### src/hdl/uart_serial_pkg.sv
// Package: register map, field layout, reset values and types of the UART core
package uart_serial_pkg;
  // Register byte offsets
  localparam logic [7:0] CTRL_OFS = 8'h00;
  localparam logic [7:0] DIVIDER_OFS = 8'h04;
  localparam logic [7:0] MATCH_OFS = 8'h08;
  localparam logic [7:0] FIFO_CTRL_OFS = 8'h0c;
  localparam logic [7:0] EVENT_MASK_OFS = 8'h10;
  localparam logic [7:0] STATUS_OFS = 8'h14;
  localparam logic [7:0] TX_DATA_OFS = 8'h18;
  localparam logic [7:0] RX_DATA_OFS = 8'h1c;
  // Reset values and control writable mask
  localparam logic [31:0] CTRL_RESET = 32'h0000_0000;
  localparam logic [31:0] CTRL_WRITABLE = 32'h000f_ffff;
  localparam logic [28:0] DIVIDER_RESET = 29'h0000_0000;
  localparam logic [15:0] MATCH_RESET = 16'h0000;
  localparam logic [20:0] FIFO_CTRL_RESET = 21'h00_0000;
  localparam logic [1:0] EVENT_MASK_RESET = 2'h0;
  // Field positions
  localparam int DIV_FRAC_LSB = 0;
  localparam int DIV_INT_LSB = 5;
  localparam int MATCH_ADDR_LSB = 0;
  localparam int MATCH_MASK_LSB = 8;
  localparam int RX_TRIG_LSB = 0;
  localparam int TX_TRIG_LSB = 8;
  localparam int RTS_LEVEL_LSB = 16;
  localparam int ST_RX_COUNT_LSB = 0;
  localparam int ST_TX_COUNT_LSB = 8;
  localparam int ST_RX_TRIG_BIT = 16;
  localparam int ST_TX_TRIG_BIT = 17;
  localparam int ST_TX_BUSY_BIT = 18;
  localparam int TX_ADDR_FLAG_BIT = 8;
  // Submode encodings and fixed IrDA oversampling
  localparam logic [1:0] SUBMODE_STANDARD = 2'h0;
  localparam logic [1:0] SUBMODE_SMARTCARD = 2'h1;
  localparam logic [1:0] SUBMODE_IRDA = 2'h2;
  localparam logic [3:0] IRDA_OVS = 4'h0;
  // FIFO geometry
  localparam int FIFO_DEPTH = 16;
  localparam int FIFO_AW = 4;
  localparam int FIFO_CW = 5;
  // Control register layout
  typedef struct packed {
    logic [11:0] spare;
    logic nack_retransmit_enable;
    logic receive_line_invert;
    logic store_matched_address;
    logic multiproc_enable;
    logic frame_fail_discard;
    logic parity_fail_discard;
    logic stop_two;
    logic parity_odd;
    logic parity_enable;
    logic msb_first_select;
    logic clear_to_send_enable;
    logic clear_to_send_polarity;
    logic request_to_send_polarity;
    logic [1:0] serial_submode;
    logic [3:0] oversample;
    logic enable;
  } ctrl_t;
  typedef enum {TX_IDLE, TX_START, TX_DATA, TX_PARITY, TX_STOP} tx_state_t;
  typedef enum {RX_IDLE, RX_START, RX_DATA, RX_PARITY, RX_STOP} rx_state_t;
endpackage

### src/hdl/uart_serial_core.sv
// UART core: Wishbone registers, fractional divider, TX/RX engines, FIFOs
// Notes on behaviour
// - Bit time lasts oversample field plus one divider ticks.
// - Divider has 24-bit integer and 5-bit fraction in 1/32 steps.
// - Bit order LSB or MSB first on both directions.
// - Frame with bad parity dropped or stored per discard setting.
// - Frame with framing error dropped or stored per discard setting.
// - Multiprocessor address compared under mask; stored only if enabled.
// - Receive line inverted before sampling when enabled.
// - Smartcard with retry resends a frame answered by NACK.
// - With CTS enabled a frame starts only while CTS asserted.
// - CTS active low when polarity 0, else active high.
// - RTS polarity selectable, 0 active low; asserted by RX level.
// - RX event when RX fill exceeds trigger; masked onto output.
// - TX event when TX fill below trigger; masked onto output.
// - RX FIFO fill level readable in status.
// - RX data read returns and removes oldest entry.
// - TX data write appends one entry; no writes when full.
// - Submode 0 standard, 1 smartcard, 2 IrDA; code 3 acts as standard.
// - Normal IrDA forces oversampling setting zero.
//
// Chosen here: the placing of the registers and the Wishbone register port.
`timescale 1ns/1ps
`default_nettype none

module uart_sync_fifo #(
  parameter int W = 8
) (
  input wire logic clock,
  input wire logic rstn,
  input wire logic push,
  input wire logic [W-1:0] wdata,
  input wire logic pop,
  output logic [W-1:0] rdata,
  output logic [uart_serial_pkg::FIFO_CW-1:0] count,
  output logic full,
  output logic empty
);
  logic [W-1:0] mem [uart_serial_pkg::FIFO_DEPTH];
  logic [uart_serial_pkg::FIFO_AW-1:0] wptr;
  logic [uart_serial_pkg::FIFO_AW-1:0] rptr;
  logic do_push;
  logic do_pop;

  assign full = count[uart_serial_pkg::FIFO_CW-1];
  assign empty = (count == '0);
  assign do_push = push & ~full;
  assign do_pop = pop & ~empty;
  assign rdata = mem[rptr];

  // Storage
  always_ff @(posedge clock) begin
    if (do_push) begin
      mem[wptr] <= wdata;
    end
  end

  // Pointers and fill count
  always_ff @(posedge clock or negedge rstn) begin
    if (!rstn) begin
      wptr <= '0;
      rptr <= '0;
      count <= '0;
    end else begin
      if (do_push) begin
        wptr <= wptr + 1'b1;
      end
      if (do_pop) begin
        rptr <= rptr + 1'b1;
      end
      if (do_push && !do_pop) begin
        count <= count + 1'b1;
      end else if (do_pop && !do_push) begin
        count <= count - 1'b1;
      end
    end
  end
endmodule

module uart_serial_core (
  input wire logic CLOCK,
  input wire logic RSTN,
  input wire logic WB_CYC,
  input wire logic WB_STB,
  input wire logic WB_WE,
  input wire logic [7:0] WB_ADR,
  input wire logic [3:0] WB_SEL,
  input wire logic [31:0] WB_DAT_I,
  output var logic [31:0] WB_DAT_O,
  output var logic WB_ACK,
  input wire logic RXD,
  input wire logic CTS,
  output var logic TXD,
  output var logic RTS,
  output var logic RX_EVENT,
  output var logic TX_EVENT
);
  uart_serial_pkg::ctrl_t ctrl;
  logic [28:0] divider;
  logic [15:0] match;
  logic [20:0] fifo_ctrl;
  logic [1:0] event_mask;
  logic req;
  logic take;
  logic [31:0] wmask;
  logic [31:0] wval;
  logic [31:0] next_rdata;
  logic [23:0] div_int;
  logic [4:0] div_frac;
  logic [23:0] div_cnt;
  logic [23:0] div_reload;
  logic [4:0] frac_acc;
  logic [5:0] frac_sum;
  logic tick;
  logic [3:0] ovs_eff;
  logic rxd_meta, rxd_sync, cts_meta, cts_sync;
  logic rx_line, rx_prev;
  logic cts_ok;
  logic tx_push, tx_pop, tx_empty;
  logic [8:0] tx_head;
  logic [4:0] tx_count;
  logic rx_push, rx_pop, rx_empty;
  logic [7:0] rx_head;
  logic [4:0] rx_count;
  logic rx_trig, tx_trig;
  uart_serial_pkg::tx_state_t tx_state;
  logic [3:0] tx_os;
  logic [2:0] tx_idx;
  logic [8:0] tx_frame;
  logic [7:0] tx_shift;
  logic [7:0] head_rev, frame_rev;
  logic nack_seen;
  uart_serial_pkg::rx_state_t rx_state;
  logic [3:0] rx_os;
  logic [2:0] rx_idx;
  logic [7:0] rx_shift;
  logic rx_par, rx_ferr, rx_done, mp_matched;
  logic rx_perr, rx_drop, rx_is_addr, rx_addr_hit;

  // Bus request, byte lane merge
  assign req = WB_CYC & WB_STB & ~WB_ACK;
  assign take = WB_CYC & WB_STB & WB_ACK; // Effects land on the acked edge
  assign wmask = {{8{WB_SEL[3]}}, {8{WB_SEL[2]}},
                  {8{WB_SEL[1]}}, {8{WB_SEL[0]}}};
  assign wval = next_rdata & ~wmask | WB_DAT_I & wmask;
  assign tx_push = take & WB_WE & (WB_ADR == uart_serial_pkg::TX_DATA_OFS)
                   & WB_SEL[0];
  assign rx_pop = take & ~WB_WE & (WB_ADR == uart_serial_pkg::RX_DATA_OFS);

  // Single-cycle acknowledge for every address
  always_ff @(posedge CLOCK or negedge RSTN) begin
    if (!RSTN) begin
      WB_ACK <= 1'b0;
    end else begin
      WB_ACK <= req;
    end
  end

  // Configuration registers
  always_ff @(posedge CLOCK or negedge RSTN) begin
    if (!RSTN) begin
      ctrl <= uart_serial_pkg::CTRL_RESET;
      divider <= uart_serial_pkg::DIVIDER_RESET;
      match <= uart_serial_pkg::MATCH_RESET;
      fifo_ctrl <= uart_serial_pkg::FIFO_CTRL_RESET;
      event_mask <= uart_serial_pkg::EVENT_MASK_RESET;
    end else if (take && WB_WE) begin
      unique case (WB_ADR)
        uart_serial_pkg::CTRL_OFS: begin
          ctrl <= wval & uart_serial_pkg::CTRL_WRITABLE;
        end
        uart_serial_pkg::DIVIDER_OFS: begin
          divider <= wval[28:0];
        end
        uart_serial_pkg::MATCH_OFS: begin
          match <= wval[15:0];
        end
        uart_serial_pkg::FIFO_CTRL_OFS: begin
          fifo_ctrl <= wval[20:0] & 21'h1f_1f1f;
        end
        uart_serial_pkg::EVENT_MASK_OFS: begin
          if (WB_SEL[0]) begin
            event_mask <= WB_DAT_I[1:0];
          end
        end
        default: begin
        end
      endcase
    end
  end

  // Read multiplexer; unmapped and write-only read as zero
  always_comb begin
    next_rdata = 32'h0000_0000;
    unique case (WB_ADR)
      uart_serial_pkg::CTRL_OFS: next_rdata = ctrl;
      uart_serial_pkg::DIVIDER_OFS: next_rdata = {3'h0, divider};
      uart_serial_pkg::MATCH_OFS: next_rdata = {16'h0, match};
      uart_serial_pkg::FIFO_CTRL_OFS: next_rdata = {11'h0, fifo_ctrl};
      uart_serial_pkg::EVENT_MASK_OFS: next_rdata = {30'h0, event_mask};
      uart_serial_pkg::STATUS_OFS: begin
        next_rdata[uart_serial_pkg::ST_RX_COUNT_LSB +: 5] = rx_count;
        next_rdata[uart_serial_pkg::ST_TX_COUNT_LSB +: 5] = tx_count;
        next_rdata[uart_serial_pkg::ST_RX_TRIG_BIT] = rx_trig;
        next_rdata[uart_serial_pkg::ST_TX_TRIG_BIT] = tx_trig;
        next_rdata[uart_serial_pkg::ST_TX_BUSY_BIT] =
          (tx_state != uart_serial_pkg::TX_IDLE);
      end
      uart_serial_pkg::RX_DATA_OFS: begin
        next_rdata[7:0] = rx_empty ? 8'h00 : rx_head;
      end
      default: next_rdata = 32'h0000_0000;
    endcase
  end

  // Read data register
  always_ff @(posedge CLOCK or negedge RSTN) begin
    if (!RSTN) begin
      WB_DAT_O <= 32'h0000_0000;
    end else if (req && !WB_WE) begin
      WB_DAT_O <= next_rdata;
    end else begin
      WB_DAT_O <= 32'h0000_0000;
    end
  end

  // Fractional divider: period int or int+1, fraction carries extra cycle
  assign div_int = divider[uart_serial_pkg::DIV_INT_LSB +: 24];
  assign div_frac = divider[uart_serial_pkg::DIV_FRAC_LSB +: 5];
  assign frac_sum = {1'b0, frac_acc} + {1'b0, div_frac};
  assign div_reload = (div_int == 24'h00_0000) ? 24'h00_0000
                      : div_int - 24'h00_0001 + {23'h0, frac_sum[5]};

  always_ff @(posedge CLOCK or negedge RSTN) begin
    if (!RSTN) begin
      div_cnt <= 24'h00_0000;
      frac_acc <= 5'h00;
      tick <= 1'b0;
    end else if (!ctrl.enable) begin
      div_cnt <= 24'h00_0000;
      frac_acc <= 5'h00;
      tick <= 1'b0;
    end else if (div_cnt == 24'h00_0000) begin
      tick <= 1'b1;
      frac_acc <= frac_sum[4:0];
      div_cnt <= div_reload;
    end else begin
      tick <= 1'b0;
      div_cnt <= div_cnt - 24'h00_0001;
    end
  end

  // Oversampling factor, fixed in normal IrDA
  assign ovs_eff = (ctrl.serial_submode == uart_serial_pkg::SUBMODE_IRDA)
                   ? uart_serial_pkg::IRDA_OVS : ctrl.oversample;

  // Pin synchronisers
  always_ff @(posedge CLOCK or negedge RSTN) begin
    if (!RSTN) begin
      rxd_meta <= 1'b1;
      rxd_sync <= 1'b1;
      cts_meta <= 1'b1;
      cts_sync <= 1'b1;
    end else begin
      rxd_meta <= RXD;
      rxd_sync <= rxd_meta;
      cts_meta <= CTS;
      cts_sync <= cts_meta;
    end
  end

  assign rx_line = rxd_sync ^ ctrl.receive_line_invert;
  assign cts_ok = !ctrl.clear_to_send_enable
                  || (cts_sync == ctrl.clear_to_send_polarity);

  uart_sync_fifo #(.W(9)) tx_fifo (
    .clock(CLOCK),
    .rstn(RSTN),
    .push(tx_push),
    .wdata(WB_DAT_I[8:0]),
    .pop(tx_pop),
    .rdata(tx_head),
    .count(tx_count),
    .full(),
    .empty(tx_empty)
  );

  uart_sync_fifo #(.W(8)) rx_fifo (
    .clock(CLOCK),
    .rstn(RSTN),
    .push(rx_push),
    .wdata(rx_shift),
    .pop(rx_pop),
    .rdata(rx_head),
    .count(rx_count),
    .full(),
    .empty(rx_empty)
  );

  assign tx_pop = (tx_state == uart_serial_pkg::TX_IDLE) && tick
                  && !tx_empty && cts_ok;

  // Bit-reversed copies for MSB-first shifting
  assign head_rev = {<<{tx_head[7:0]}};
  assign frame_rev = {<<{tx_frame[7:0]}};

  // Transmitter
  always_ff @(posedge CLOCK or negedge RSTN) begin
    if (!RSTN) begin
      tx_state <= uart_serial_pkg::TX_IDLE;
      tx_os <= 4'h0;
      tx_idx <= 3'h0;
      tx_frame <= 9'h000;
      tx_shift <= 8'h00;
      nack_seen <= 1'b0;
      TXD <= 1'b1;
    end else if (tx_state == uart_serial_pkg::TX_IDLE) begin
      TXD <= 1'b1;
      if (tx_pop) begin
        tx_frame <= tx_head;
        tx_shift <= ctrl.msb_first_select ? head_rev : tx_head[7:0];
        tx_state <= uart_serial_pkg::TX_START;
        tx_os <= 4'h0;
        tx_idx <= 3'h0;
        TXD <= 1'b0;
      end
    end else if (tick && tx_os != ovs_eff) begin
      tx_os <= tx_os + 4'h1;
      if (tx_os == (ovs_eff >> 1) && tx_state == uart_serial_pkg::TX_STOP) begin
        nack_seen <= ~rx_line;
      end
    end else if (tick) begin
      tx_os <= 4'h0;
      unique case (tx_state)
        uart_serial_pkg::TX_START: begin
          TXD <= tx_shift[0];
          tx_shift <= tx_shift >> 1;
          tx_state <= uart_serial_pkg::TX_DATA;
        end
        uart_serial_pkg::TX_DATA: begin
          tx_idx <= tx_idx + 3'h1;
          if (tx_idx != 3'h7) begin
            TXD <= tx_shift[0];
            tx_shift <= tx_shift >> 1;
          end else if (ctrl.multiproc_enable) begin
            TXD <= tx_frame[uart_serial_pkg::TX_ADDR_FLAG_BIT];
            tx_state <= uart_serial_pkg::TX_PARITY;
          end else if (ctrl.parity_enable) begin
            TXD <= ^tx_frame[7:0] ^ ctrl.parity_odd;
            tx_state <= uart_serial_pkg::TX_PARITY;
          end else begin
            TXD <= 1'b1;
            nack_seen <= 1'b0;
            tx_state <= uart_serial_pkg::TX_STOP;
          end
        end
        uart_serial_pkg::TX_PARITY: begin
          TXD <= 1'b1;
          nack_seen <= 1'b0;
          tx_state <= uart_serial_pkg::TX_STOP;
        end
        uart_serial_pkg::TX_STOP: begin
          tx_idx <= tx_idx + 3'h1;
          if (ctrl.stop_two && tx_idx == 3'h0) begin
            TXD <= 1'b1;
          end else if (ctrl.serial_submode == uart_serial_pkg::SUBMODE_SMARTCARD
                       && ctrl.nack_retransmit_enable && nack_seen) begin
            TXD <= 1'b0;
            tx_idx <= 3'h0;
            tx_shift <= ctrl.msb_first_select ? frame_rev : tx_frame[7:0];
            tx_state <= uart_serial_pkg::TX_START;
          end else begin
            TXD <= 1'b1;
            tx_state <= uart_serial_pkg::TX_IDLE;
          end
        end
        default: tx_state <= uart_serial_pkg::TX_IDLE;
      endcase
    end
  end

  // Receiver bit engine
  always_ff @(posedge CLOCK or negedge RSTN) begin
    if (!RSTN) begin
      rx_state <= uart_serial_pkg::RX_IDLE;
      rx_prev <= 1'b1;
      rx_os <= 4'h0;
      rx_idx <= 3'h0;
      rx_shift <= 8'h00;
      rx_par <= 1'b0;
      rx_ferr <= 1'b0;
      rx_done <= 1'b0;
    end else begin
      rx_prev <= rx_line;
      rx_done <= 1'b0;
      if (rx_state == uart_serial_pkg::RX_IDLE) begin
        if (ctrl.enable && rx_prev && !rx_line) begin
          rx_state <= uart_serial_pkg::RX_START;
          rx_os <= 4'h0;
          rx_idx <= 3'h0;
        end
      end else if (rx_state == uart_serial_pkg::RX_START) begin
        if (tick && rx_os == (ovs_eff >> 1)) begin
          rx_os <= 4'h0;
          rx_state <= rx_line ? uart_serial_pkg::RX_IDLE
                      : uart_serial_pkg::RX_DATA;
        end else if (tick) begin
          rx_os <= rx_os + 4'h1;
        end
      end else if (tick && rx_os != ovs_eff) begin
        rx_os <= rx_os + 4'h1;
      end else if (tick) begin
        rx_os <= 4'h0;
        unique case (rx_state)
          uart_serial_pkg::RX_DATA: begin
            rx_idx <= rx_idx + 3'h1;
            rx_shift <= ctrl.msb_first_select ? {rx_shift[6:0], rx_line}
                        : {rx_line, rx_shift[7:1]};
            if (rx_idx == 3'h7) begin
              rx_state <= (ctrl.parity_enable || ctrl.multiproc_enable)
                          ? uart_serial_pkg::RX_PARITY
                          : uart_serial_pkg::RX_STOP;
            end
          end
          uart_serial_pkg::RX_PARITY: begin
            rx_par <= rx_line;
            rx_state <= uart_serial_pkg::RX_STOP;
          end
          uart_serial_pkg::RX_STOP: begin
            rx_ferr <= ~rx_line;
            rx_done <= 1'b1;
            rx_state <= uart_serial_pkg::RX_IDLE;
          end
          default: rx_state <= uart_serial_pkg::RX_IDLE;
        endcase
      end
    end
  end

  // Frame acceptance: error discard and address filter
  assign rx_perr = ctrl.parity_enable && !ctrl.multiproc_enable
                   && (rx_par != (^rx_shift ^ ctrl.parity_odd));
  assign rx_drop = (rx_perr && ctrl.parity_fail_discard)
                   || (rx_ferr && ctrl.frame_fail_discard);
  assign rx_is_addr = ctrl.multiproc_enable && rx_par;
  assign rx_addr_hit = ((rx_shift ^ match[uart_serial_pkg::MATCH_ADDR_LSB +: 8])
                        & match[uart_serial_pkg::MATCH_MASK_LSB +: 8]) == 8'h00;

  always_ff @(posedge CLOCK or negedge RSTN) begin
    if (!RSTN) begin
      rx_push <= 1'b0;
      mp_matched <= 1'b0;
    end else if (rx_done && rx_is_addr) begin
      mp_matched <= rx_addr_hit;
      rx_push <= rx_addr_hit && ctrl.store_matched_address && !rx_drop;
    end else if (rx_done) begin
      rx_push <= !rx_drop && (!ctrl.multiproc_enable || mp_matched);
    end else begin
      rx_push <= 1'b0;
    end
  end

  // Trigger events, flow control output
  assign rx_trig = rx_count > fifo_ctrl[uart_serial_pkg::RX_TRIG_LSB +: 5];
  assign tx_trig = tx_count < fifo_ctrl[uart_serial_pkg::TX_TRIG_LSB +: 5];

  always_ff @(posedge CLOCK or negedge RSTN) begin
    if (!RSTN) begin
      RX_EVENT <= 1'b0;
      TX_EVENT <= 1'b0;
      RTS <= 1'b1;
    end else begin
      RX_EVENT <= rx_trig && event_mask[0];
      TX_EVENT <= tx_trig && event_mask[1];
      RTS <= (rx_count < fifo_ctrl[uart_serial_pkg::RTS_LEVEL_LSB +: 5])
             ? ctrl.request_to_send_polarity
             : ~ctrl.request_to_send_polarity;
    end
  end
endmodule

`default_nettype wire

### config.mk
export PLATFORM = sky130hd
export DESIGN_NAME = uart_serial_core
export DESIGN_NICKNAME = d
export VERILOG_FILES = /design/src/hdl/uart_serial_pkg.sv /design/src/hdl/uart_serial_core.sv
export SDC_FILE = /design/constraint.sdc
export NUM_CORES = 1
export LEC_CHECK = 0
export BUFFER_PORTS_ARGS = -buffer_cell sky130_fd_sc_hd__buf_2
export CAP_MARGIN = 20
export CORE_AREA = 2 2 231 233
export CTS_CLUSTER_DIAMETER = 200
export DETAILED_ROUTE_END_ITERATION = 8
export DIE_AREA = 0 0 233 235
export PLACE_DENSITY = 0.59
export SETUP_SLACK_MARGIN = 0.5
export SLEW_MARGIN = 20
export SYNTH_ARGS = -nofsm -noshare
export SYNTH_HDL_FRONTEND = slang
export SYNTH_SLANG_ARGS = --single-unit
export TNS_END_PERCENT = 100
### constraint.sdc
create_clock -name CLOCK -period 7.9 [get_ports CLOCK]
set_clock_uncertainty 0.05 [all_clocks]
set_input_delay 1.58 -clock CLOCK [delete_from_list [all_inputs] [get_ports CLOCK]]
set_output_delay 1.58 -clock CLOCK [all_outputs]
set_load 0.005 [all_outputs]
After elaboration in Yosys (flattened, before gate mapping) --
Memories as Yosys holds them, arrays and structs flattened. Cells that the tools add are included.
Storage, ports and cells: flip-flop bits (word level) 289, bits in writable memories 272, output and inout port bits 37, word-level logic and storage cells 342, memories kept 2
Operators by class: add/subtract/negate cells 16, order comparisons 3, eq/ne operators 44, mux-type cells 103, bitwise logic cells 33, reduce and logical (&&, ||, !) cells 86
Memories:
- tx_fifo.mem | words 16, bits a word 9, read ports 1, clocked after memory_dff 0, write ports 1, line uart_serial_core.sv:39 | logic [W-1:0] mem [uart_serial_pkg::FIFO_DEPTH];
- rx_fifo.mem | words 16, bits a word 8, read ports 1, clocked after memory_dff 0, write ports 1, line uart_serial_core.sv:39
Operators with widths (number):
- 2-to-1 mux 32 bit | 14
- == test 32 x 2 -> 1 bit (second input constant) | 5
- case mux 32 bit (4 select lines) | 1
- 2-to-1 mux 8 bit | 11
- 2-to-1 mux 24 bit | 3
- == test 32 x 3 -> 1 bit (second input constant) | 2
- logical NOT 32 bit | 2
- case mux 32 bit (2 select lines) | 1
- bitwise AND 29 bit | 2
- logical NOT 24 bit | 2
- subtractor 24 x 1 -> 24 bit (second input constant) | 2
- 2-to-1 mux 3 bit | 15
- 2-to-1 mux 4 bit | 11
- case mux 5 bit (7 select lines) | 1
- == test 32 x 1 -> 1 bit (second input constant) | 1
- == test 32 x 4 -> 1 bit (second input constant) | 1
- == test 8 x 5 -> 1 bit (second input constant) | 4
- nonzero test 32 bit | 1
- 2-to-1 mux 1 bit | 30
- 2-to-1 mux 5 bit | 6
- case mux 10 bit (3 select lines) | 1
- AND reduction 5 bit | 6
- logical AND 1 bit | 29
- NOT 29 bit | 1
- 51 further kinds | 133

Depth between registers and ports, before layout --
Gate-level depths: netlist of run 1.
depth after elaboration 10, depth in mapped cells 14, gate-level depth less buffers 13

Cells and area by module --
A second synthesis of run 1 with hierarchy kept.
Second synthesis, totals: cells, all modules 1785, area, all modules 23663.9 sq um
By module, submodules not included:
- uart_serial_core | times used 1, cells each 1103, area each 11471.0 sq um, seq. area each 5063.6 sq um
- uart_sync_fifo at tx_fifo | times used 1, cells each 349, area each 6426.2 sq um, seq. area each 4649.5 sq um
- uart_sync_fifo at rx_fifo | times used 1, cells each 333, area each 5766.8 sq um, seq. area each 4169.0 sq um

Worst setup path before layout of run 1 --
Ideal clock, no wire load.
path type input -> register, from input port WB_ADR[5], to register rx_fifo.count[4] (netlist bit), setup time 0.126 ns, data arrival time 4.243 ns, data required time 7.724 ns, path slack 3.481 ns, stages on the path 14, path buffers 1, path through nor3_1 and3_1 nor3b_2 and3_1 clkbuf_1 inv_1 ha_1 inv_1 ha_1 a21o_1 a21oi_1 xnor2_1 nor2_1 xor2_1
Between the ends: word-level cells in the longest chain between the ends 6
Ends and longest elaborated chain:
- start: declaration | line uart_serial_core.sv:86 | input wire logic [7:0] WB_ADR,
- == test 8 x 5 -> 1 bit * | line uart_serial_core.sv:148 | assign rx_pop = take & ~WB_WE & (WB_ADR == uart_serial_pkg::RX_DATA_OFS);
- bitwise AND 1 bit * | line uart_serial_core.sv:148
- bitwise AND 1 bit * | line uart_serial_core.sv:48 | assign do_pop = pop & ~empty;
- logical NOT 1 bit | line uart_serial_core.sv:71 | if (do_push && !do_pop) begin
- logical AND 1 bit | line uart_serial_core.sv:71
- 2-to-1 mux 5 bit / nonzero test 2 bit (equally long branches)
- end signal: assignment | line uart_serial_core.sv:72 | count <= count + 1'b1;
- end signal: assignment | line uart_serial_core.sv:74 | count <= count - 1'b1;
- end: declaration | line uart_serial_core.sv:35 | output logic [uart_serial_pkg::FIFO_CW-1:0] count,
Mark *: on every way between the ends. The rest lies on a longest branch, timed or not. A chain may end at the register's enable or synchronous reset.

Worst setup path after layout of run 1 --
from input port WB_ADR[1], to register tx_fifo.count[4] (netlist bit)
Between the ends: word-level cells in the longest chain between the ends 7
Ends and longest elaborated chain:
- == test 8 x 5 -> 1 bit * | line uart_serial_core.sv:146 | assign tx_push = take & WB_WE & (WB_ADR == uart_serial_pkg::TX_DATA_OFS)
- bitwise AND 1 bit * | line uart_serial_core.sv:146
- bitwise AND 1 bit * | line uart_serial_core.sv:147 | & WB_SEL[0];
- bitwise AND 1 bit * | line uart_serial_core.sv:47 | assign do_push = push & ~full;
- net tx_fifo.do_push | line uart_serial_core.sv:42 | logic do_push;
- logical NOT 1 bit | line uart_serial_core.sv:73 | end else if (do_pop && !do_push) begin
- logical AND 1 bit | line uart_serial_core.sv:73
- nonzero test 2 bit (no line)
- end signal: assignment | line uart_serial_core.sv:72
- end signal: assignment | line uart_serial_core.sv:74
- end: declaration | line uart_serial_core.sv:35
Mark *: on every way through the listed nets, which the timed path passes. The rest lies on a longest branch.

==> results of run 1 <==
[flip-flops by register name, indices dropped and copies added (netlist names), 8 cells and up]
| register | flops |
|---|---|
| ctrl | 20 |
| tx_fifo.mem | 144 |
| tx_shift | 8 |
| rx_fifo.mem | 128 |
| div_cnt | 24 |
| WB_DAT_O | 29 |
| rx_shift | 8 |
| fifo_ctrl | 15 |
| divider | 29 |
| match | 16 |
| tx_frame | 9 |
[worst paths after layout]
check,startpoint,to,slack (ps),cells past startpoint
setup / recovery,WB_ADR[1],tx_fifo.count[4]$_DFFE_PN0P_,3530,13
hold / removal,rxd_meta$_DFF_PN1_,rxd_sync$_DFF_PN1_,300,0
setup reg to reg,tx_state[1]$_DFFE_PN0P_,tx_fifo.count[4]$_DFFE_PN0P_,3780,12
hold reg to reg,rxd_meta$_DFF_PN1_,rxd_sync$_DFF_PN1_,300,0
max in group asynchronous,RSTN,rx_fifo.rptr[0]$_DFFE_PN0P_,5480,2
min in group asynchronous,RSTN,div_cnt[18]$_DFF_PN0_,1030,1
[cells in the mapped netlist, types with 10 or more instances]
cell	n	share of area, %
sky130_fd_sc_hd__a21o_1	15	0.48
sky130_fd_sc_hd__a21oi_1	56	1.2
sky130_fd_sc_hd__a22o_1	11	0.41
sky130_fd_sc_hd__a22oi_1	17	0.55
sky130_fd_sc_hd__a31oi_1	10	0.27
sky130_fd_sc_hd__and2_1	40	1.1
sky130_fd_sc_hd__and3_1	17	0.46
sky130_fd_sc_hd__buf_2	22	0.47
sky130_fd_sc_hd__clkbuf_1	64	1.0
sky130_fd_sc_hd__dfrtp_1	221	24
sky130_fd_sc_hd__edfxtp_1	272	35
sky130_fd_sc_hd__ha_1	47	2.5
sky130_fd_sc_hd__inv_1	50	0.80
sky130_fd_sc_hd__mux2_2	54	2.6
sky130_fd_sc_hd__mux2i_1	37	1.6
sky130_fd_sc_hd__mux4_2	80	7.7
sky130_fd_sc_hd__nand2_1	169	2.7
sky130_fd_sc_hd__nand3_1	29	0.62
sky130_fd_sc_hd__nor2_1	107	1.7
sky130_fd_sc_hd__nor2b_1	12	0.32
sky130_fd_sc_hd__nor3_1	32	0.69
sky130_fd_sc_hd__nor4_1	12	0.32
sky130_fd_sc_hd__o21a_1	13	0.42
sky130_fd_sc_hd__o21ai_0	101	2.2
sky130_fd_sc_hd__o22ai_1	16	0.43
sky130_fd_sc_hd__or3_1	13	0.35
sky130_fd_sc_hd__xnor2_1	61	2.3
sky130_fd_sc_hd__xor2_1	41	1.5
[placed cells by master (no fill, tap or decap), types with 7 or more instances in the layout]
cell type and count:
sky130_fd_sc_hd__a21oi_1 56, sky130_fd_sc_hd__o21a_1 13, sky130_fd_sc_hd__mux4_2 80, sky130_fd_sc_hd__dfstp_2 7, sky130_fd_sc_hd__inv_1 50, sky130_fd_sc_hd__nand3_1 29
sky130_fd_sc_hd__o22ai_1 16, sky130_fd_sc_hd__nor3_2 8, sky130_fd_sc_hd__a21o_1 15, sky130_fd_sc_hd__nor4_1 12, sky130_fd_sc_hd__nor3_1 31, sky130_fd_sc_hd__clkinv_2 10
sky130_fd_sc_hd__o211ai_1 9, sky130_fd_sc_hd__nor2b_1 12, sky130_fd_sc_hd__clkbuf_16 55, sky130_fd_sc_hd__a22oi_1 17, sky130_fd_sc_hd__a22o_1 11, sky130_fd_sc_hd__a31oi_1 10
sky130_fd_sc_hd__buf_2 80, sky130_fd_sc_hd__xor2_1 41, sky130_fd_sc_hd__xnor2_1 61, sky130_fd_sc_hd__o21ai_0 101, sky130_fd_sc_hd__nand2b_1 9, sky130_fd_sc_hd__mux2i_1 37
sky130_fd_sc_hd__clkinv_1 8, sky130_fd_sc_hd__mux2_2 54, sky130_fd_sc_hd__clkbuf_1 9, sky130_fd_sc_hd__edfxtp_1 272, sky130_fd_sc_hd__buf_4 17, sky130_fd_sc_hd__nand2_1 168
sky130_fd_sc_hd__or3_1 13, sky130_fd_sc_hd__bufinv_16 10, sky130_fd_sc_hd__and2_1 40, sky130_fd_sc_hd__nor2_1 107, sky130_fd_sc_hd__nand3b_1 7, sky130_fd_sc_hd__dfrtp_1 219
sky130_fd_sc_hd__and3_1 17, sky130_fd_sc_hd__ha_1 47, sky130_fd_sc_hd__nand4_1 9
[worst reg2reg max path, cell delays in order (launching register included)]
cell and delay (ps):
sky130_fd_sc_hd__dfrtp_1 530, sky130_fd_sc_hd__or2_2 460, sky130_fd_sc_hd__nor2_2 400, sky130_fd_sc_hd__and4_1 620
sky130_fd_sc_hd__inv_1 430, sky130_fd_sc_hd__ha_1 360, sky130_fd_sc_hd__inv_1 140, sky130_fd_sc_hd__ha_1 290
sky130_fd_sc_hd__a21o_1 190, sky130_fd_sc_hd__a21oi_1 170, sky130_fd_sc_hd__xnor2_1 140, sky130_fd_sc_hd__nor2_1 70
sky130_fd_sc_hd__xor2_1 140
[metrics by stage]
| step | instance area, um^2 | util (%) | cells | setup slack [ps] | total power, W |
|---|---|---|---|---|---|
| after floorplan | 23400 | - | 1786 | 3480 | 0.00288 |
| after global placement | 24300 | 46.6 | 2471 | 2930 | 0.00296 |
| after detailed placement | 24300 | 46.6 | 2471 | 2900 | 0.00296 |
| after CTS | 26200 | 50.2 | 2573 | 3540 | 0.00566 |
| after global routing | 26300 | 50.3 | 2574 | 3270 | 0.00577 |
| final | 26300 | 50.3 | 2575 | 3530 | 0.00560 |
[layer usage]
layer	wire (um)	up-vias	track usage (%)
met3	3080	81	3.64
met4	1440	0	6.23
met2	26100	379	32.0
met1	26700	7407	31.4
li1	-	6716	-
met5	0	-	0
[final cells by class]
class	instances	area, um^2	area share [%]
tap	688	861	3.28
timing repair buffer	100	559	2.13
sequential	500	13900	52.9
clock inverter	35	452	1.72
antenna	1	2.50	0.00953
clock buffer	67	1450	5.53
inverter	50	188	0.715
multi-input combinational	1134	8860	33.7
[power breakdown]
group / internal [W] / leakage [nW] / switching [W]
clock: 0.00163 / 0.922 / 0.00106
combinational: 0.0000469 / 3.82 / 0.000105
sequential: 0.00275 / 5.39 / 0.00000759
total: 0.00443 / 10.1 / 0.00117
[cells by family after synthesis]
kind of cell / after synthesis / synth area share [%]
and+or+nand+nor: 506 / 11.0
DFF: 500 / 59.4
AOI/OAI and AO/OA: 299 / 8.15
muxes: 172 / 12.0
buffers and inverters: 152 / 2.73
xor gates and xnor gates: 103 / 3.92
adders and majority gates: 51 / 2.82
other: 1 / 0.0161
==> results.txt, run 1 <==
- For this design the static power due to leakage is roughly 10 nW.
- Die height: around 240 um
- Max clock buf depth: 3
- Number of antenna violations at the first check in global routing: 0
- Setup crit end kind: flip-flop
- The number of setup buffers added after CTS is 0.
- The number of slew-limit violations in the final report came to 0.
- Die boundary width: ~230 um
- The first detailed-routing pass ran for 5 iterations.
- For the pin with the worst max-slew slack, the measured transition is ~1100 ps.
- TritonCTS built the clock tree.
- Data arrives at the worst endpoint at around 4800 ps.
- Layout filler cell count: about 4500
- For this run, the slowest stage of the critical path takes around 700 ps.
- Synthesis produced approximately 1800 cells.
- Final ANT Viol Nets: 0
- Dividing total power by cell area gives a power density of ~210 mW/mm^2.
- The largest individual stage delay along the critical path comes from the cell sky130_fd_sc_hd__nor3b_2.
- The via count of the first global-routing pass came to 14500.
- Number of rows in the core area: 84
- Maximum frequency from static timing analysis: about 230 MHz
- Cell Area, Synth: about 0.023 mm^2
* Unrepaired setup endpoints after global routing: false
- After the last flow step, the layout net total stands at just under 2000.
- Number of enable-type register cells in the synthesized netlist: 272
- The area growth from synthesis to layout is 12.4%.
* Leading register cell type out of synthesis: sky130_fd_sc_hd__edfxtp_1
* Syn_area_per_cell: 13.1 um^2
* Number of endpoints failing setup at the final stage: 0
- During I/O placement, the number of pins put on the boundary was approximately 90.
- Hold repair after CTS inserted 0 buffers.
- Clk Tree Root Cell: sky130_fd_sc_hd__clkbuf_16
- Among the stages of the critical path, the cell type that occurs most often is sky130_fd_sc_hd__nor2_1.
* Initial standard-cell utilization of the core: about 45%
* Crit path max fanout: 10
- For this run the aggregate overflow at the end of global routing stands at 0.
* Worst path top cell family by delay: simple AND/OR/NAND/NOR gates
* Average wire length per cell after detail routing: 22.2 um
- DRT iter0 DRCs: around 1300
* Source-to-sink clock delay at the later pin of the worst-skew pair: around 600 ps
- In the synthesized netlist the async set-or-reset flop fraction comes to 45.6%.
- The worst setup path is launched from an input pin.
- The final layout contains routed wiring with a total length of roughly 57000 um.
- Post-route setup TNS: 0 ps
* Tightest slew margin relative to the limit: approximately 30%
* Post-cts repair resize count: 0
- CTS built an H-tree with a depth of 2.
* Drt drc: 0
- Hold WC Path Type: reg2reg
- Hold WS: roughly 300 ps
* Number of vias after detailed routing: ~15000
- Entering global routing, the biggest net connects 122 pins.
* GPL Wtd Cong: about 0.84
- VDD IR-drop max: around 0.17 mV
- Count of state elements after synthesis: 500
* Number of clock buffers inserted by TritonCTS: 54
* Ordered cell list for the critical path: buf_2 -> nor2_1 -> and3_1 -> nand3_1 -> nor3b_2 -> ha_1 -> inv_1 -> fa_1 -> a21o_1 -> a21oi_1 -> xnor2_1 -> nor2_1 -> xor2_1
* Sequential element share of the synthesized area: 59.4%
* Total global-route track usage: approximately a fifth
- Counting distinct cell types in the post-synthesis netlist gives 86.
- The critical path contains buffers and inverters numbering 2 combined.
* Fin. Hold Viols: 0
- Clock-pin slew of the registers on the worst-case setup and hold paths: 60 ps
- Total of warnings raised by yosys: 0
* Layout cell share with drive strength beyond 1: 19.1%
- The worst setup path is of the in2reg kind.
- The first global-routing pass estimated between 80000 and 90000 um of wire.
- Max-cap violations in this run came to 0.
* Required time worst endpoint: 8320 ps
- Buffers added on ports: 81
- Dividing the detail-routed via count by the number of cells gives 5.66.
- Die area: 0.0548 mm^2
- After legalization and detailed placement, the total HPWL measured between 30000 and 40000 um.
* Core Region: around 0.052 mm^2
* Status: completed
- The worst path in the final design needs a cycle of around 4400 ps, including I/O delays and setup.
- Clock tree synthesis found a total of 500 sinks.
- Dividing the final minimum period by the clock period gives a little under three fifths.
Power figures use the tool's default switching activity.
==> run 2, diff against run 1 <==
==> constraint.sdc (replaced) <==
create_clock -name CLOCK -period 4.25 [get_ports CLOCK]
set_clock_uncertainty 0.05 [all_clocks]
set_input_delay 0.85 -clock CLOCK [delete_from_list [all_inputs] [get_ports CLOCK]]
set_output_delay 0.85 -clock CLOCK [all_outputs]
set_load 0.005 [all_outputs]
==> results.txt, run 2 (synthesis gave the netlist of run 1 again) <==
* Source-to-sink clock delay at the later pin of the worst-skew pair: 610 ps (about the same)
- The clock transition at the register clock pins on the worst setup and hold paths after CTS is 60 ps (about the same).
* Critical Setup Path Class: reg2reg
- Layout cell share with drive strength beyond 1: 19.8% (+0.69 points)
- Status: completed
* Number of sinks handled by clock tree synthesis: 500 (unchanged)
* Highest-count cells in the layout ignoring fill and taps: 272 x sky130_fd_sc_hd__edfxtp_1, 219 x sky130_fd_sc_hd__dfrtp_1, 169 x sky130_fd_sc_hd__nand2_1, 107 x sky130_fd_sc_hd__nor2_1, 101 x sky130_fd_sc_hd__o21ai_0
- Diodes inserted: 0 (-1)
- Buffer and inverter count on the worst path: 3 (+1)
- Least setup slack across all paths after layout: 916 ps (-2610 ps)
* Fin. Hold Viols: 0 (unchanged)
- Delay of the slowest cell on the worst path: 520 ps (-160 ps)
- The number of slew-limit violations in the final report was 0 (unchanged).
* GPL Wtd Cong: 0.843 (about the same)
- Commonest non-fill, non-tap cell in the layout: sky130_fd_sc_hd__edfxtp_1
- Maximum frequency from static timing analysis: roughly 300 MHz
- Dividing the final minimum period by the clock period gives 78.5%.
- The endpoint required time on the critical path came to 4680 ps (-3640 ps).
* Number of clock buffers inserted by TritonCTS: 54 (unchanged)
- Number of rows in the core area: 84 (unchanged)
* Area added between synthesis and finish: 12.7%
* Post-layout utilization of the core: 50.4% (+0.14 points)
- Multi-input gate area: 0.00886 mm^2 (about the same)
- Biggest register: tx_fifo.mem
* Die boundary width: 233 um (unchanged)
- Number of vias per cell after detailed routing: 5.71 (+0.78%)
* Number of antenna violations at the first check in global routing: 1 (+1)
* Total wirelength of the detailed-routed design: 58400 um (+1.9%)
* Post-route setup TNS: 0 ps (unchanged)
- The arrival time at the worst endpoint is 3770 ps (-1020 ps).
- The number of max-cap violations is 0 (unchanged).
- The worst slew margin relative to its limit was 29.7% (+0.13 points).
- Leakage Power: 10.0 nW (-0.80%)
* Minimum clock period: between 3000 and 4000 ps
- Hold Buf Count CTS: 0 (unchanged)
* Average wire length per cell after detail routing: 22.5 um (+1.1%)
- The post-cts resize count was 0 (unchanged).
* DRT iter0 DRCs: 1263 (-3.7%)
- Clk Tree Root Cell: sky130_fd_sc_hd__clkbuf_16
* Worst path slowest cell: sky130_fd_sc_hd__dfrtp_1
- The maximum fanout encountered on the critical timing path came to 14 (+4).
- Layout Nets: 1962 (+1.1%)
* Initial standard-cell utilization of the core: 44.7% (unchanged)
- The sum of net half-perimeters after detailed placement came to 39800 um (+3.4%).
- Grouping stages by cell kind, the critical path spends the most delay in simple AND/OR/NAND/NOR gates.
- Clock tree from TritonCTS: yes
* Actual slew at the worst max-slew pin: 1050 ps (-1.89 ps)
- Maximum number of pins on one net before global-route repair: 110 (-9.8%)
* Storage cell area: 0.0139 mm^2 (unchanged)
* Unrepaired setup endpoints after global routing: false
- The post-route DRC violation count came to 0 (unchanged).
- The cell total after placement was 2493 (+0.89%).
- Total design power: 0.0102 W (+82%)
- Maximum level of the CTS H-tree: 2 (unchanged)
- Layout filler cell count: 4479 (+0.20%)
* Global-route wire length before repair: 89900 um (+2.1%)
- Ordered cell list for the critical path: or2_2 -> nor2_2 -> and4_1 -> buf_4 -> inv_1 -> ha_1 -> inv_1 -> ha_1 -> a21o_1 -> a21oi_1 -> xnor2_1 -> nor2_1 -> xor2_1
* Number of vias after detailed routing: 14800 (+1.5%)
* Count of boundary I/O pins: 88 (unchanged)
- The power density relative to cell area came to 388 mW/mm^2 (+82%).
- The number of endpoints failing setup at the final stage was 0 (unchanged).
* Die area: 0.0548 mm^2 (unchanged)
- The final antenna-violating net count was 0 (unchanged).
- The count of placed standard cells in the final layout, fillers left out came to 2594 (+0.74%).
- The overall global routing resource usage came to 21.6% (+0.43 points).
- The y dimension of the die is 235 um (unchanged).
* Max clock buf depth: 3 (unchanged)
- Buffers added on ports: 81 (unchanged)
* VDD IR-drop max: 0.302 mV (+81%)
- GR Overflow Total: 0 (unchanged)
- The floorplan core area is 0.0522 mm^2 (unchanged).
- The via count of the first global-routing pass came to 14800 (+1.8%).
* First-pass iteration count of the detailed router: 6 (+1)
* Max reg flops: 144 (unchanged)
- In the final layout, the registers with the most flip-flops are tx_fifo.mem: 144 flops, rx_fifo.mem: 128 flops.
- The total setup buffers inserted after CTS came to 0 (unchanged).
- The post-place setup slack was 547 ps (-2350 ps).
- Kind of start point of the critical path: flip-flop
- In this run the worst hold path is classified as in2async.
- Setup crit end kind: flip-flop
## run 2: changes by cell type in the layout (fill, tap and decap cells not counted), moves of 2 or more
cell,before,now
sky130_fd_sc_hd__bufinv_16,10,6
sky130_fd_sc_hd__buf_12,0,2
sky130_fd_sc_hd__inv_16,0,2
sky130_fd_sc_hd__clkbuf_8,3,5
sky130_fd_sc_hd__clkinvlp_4,4,0
sky130_fd_sc_hd__clkinv_2,10,13
sky130_fd_sc_hd__buf_4,17,38
## run 2: final timing paths
path,end,startpoint,slack (ps),cells after the start
setup reg to reg,tx_fifo.count[4]$_DFFE_PN0P_,tx_state[1]$_DFFE_PN0P_,920,13
hold / removal,WB_DAT_O[22]$_DFF_PN0_,RSTN,280,1
min in group CLOCK,cts_meta$_DFF_PN1_,CTS,290,1
setup / recovery,tx_fifo.count[4]$_DFFE_PN0P_,tx_state[1]$_DFFE_PN0P_,920,13
hold reg to reg,rxd_sync$_DFF_PN1_,rxd_meta$_DFF_PN1_,300,0
max in group asynchronous,match[11]$_DFFE_PN0P_,RSTN,2890,2
## run 2: layout make-up
| class | instances | share of cell area [%] |
|---|---|---|
| flip-flops and latches | 500 | 52.7 |
| multi-input cells | 1134 | 33.6 |
| clock buffers | 69 | 5.54 |
| well taps | 688 | 3.27 |
| repair buffers | 121 | 2.81 |
| clock inverters | 32 | 1.31 |
| inverters | 50 | 0.713 |
## run 2: per-layer routing
metal	track usage, %	up-vias	routed length (um)	share of wire, %
li1	-	6768	-	-
met1	32.0	7502	27000	46
met2	32.6	440	26200	45
met3	3.60	95	3350	5.7
met4	6.89	0	1770	3.0
met5	0	-	0	0
## run 2: where the power goes
group | switching (W) | leakage [nW] | internal (W)
Clock | 0.00199 | 0.894 | 0.00280
Sequential | 0.0000190 | 5.29 | 0.00511
Combinational | 0.000194 | 3.87 | 0.0000946
## run 2: metrics by stage
| step | hold WS (ps) | cell area (um^2) |
|---|---|---|
| 5_1_grt | 257 | 26300 |
| 3_5_place_dp | 298 | 24500 |
| 6_report | 284 | 26300 |
| 2_1_floorplan | 295 | 23400 |
| 4_1_cts | 251 | 26300 |
| 3_3_place_gp | 297 | 24500 |
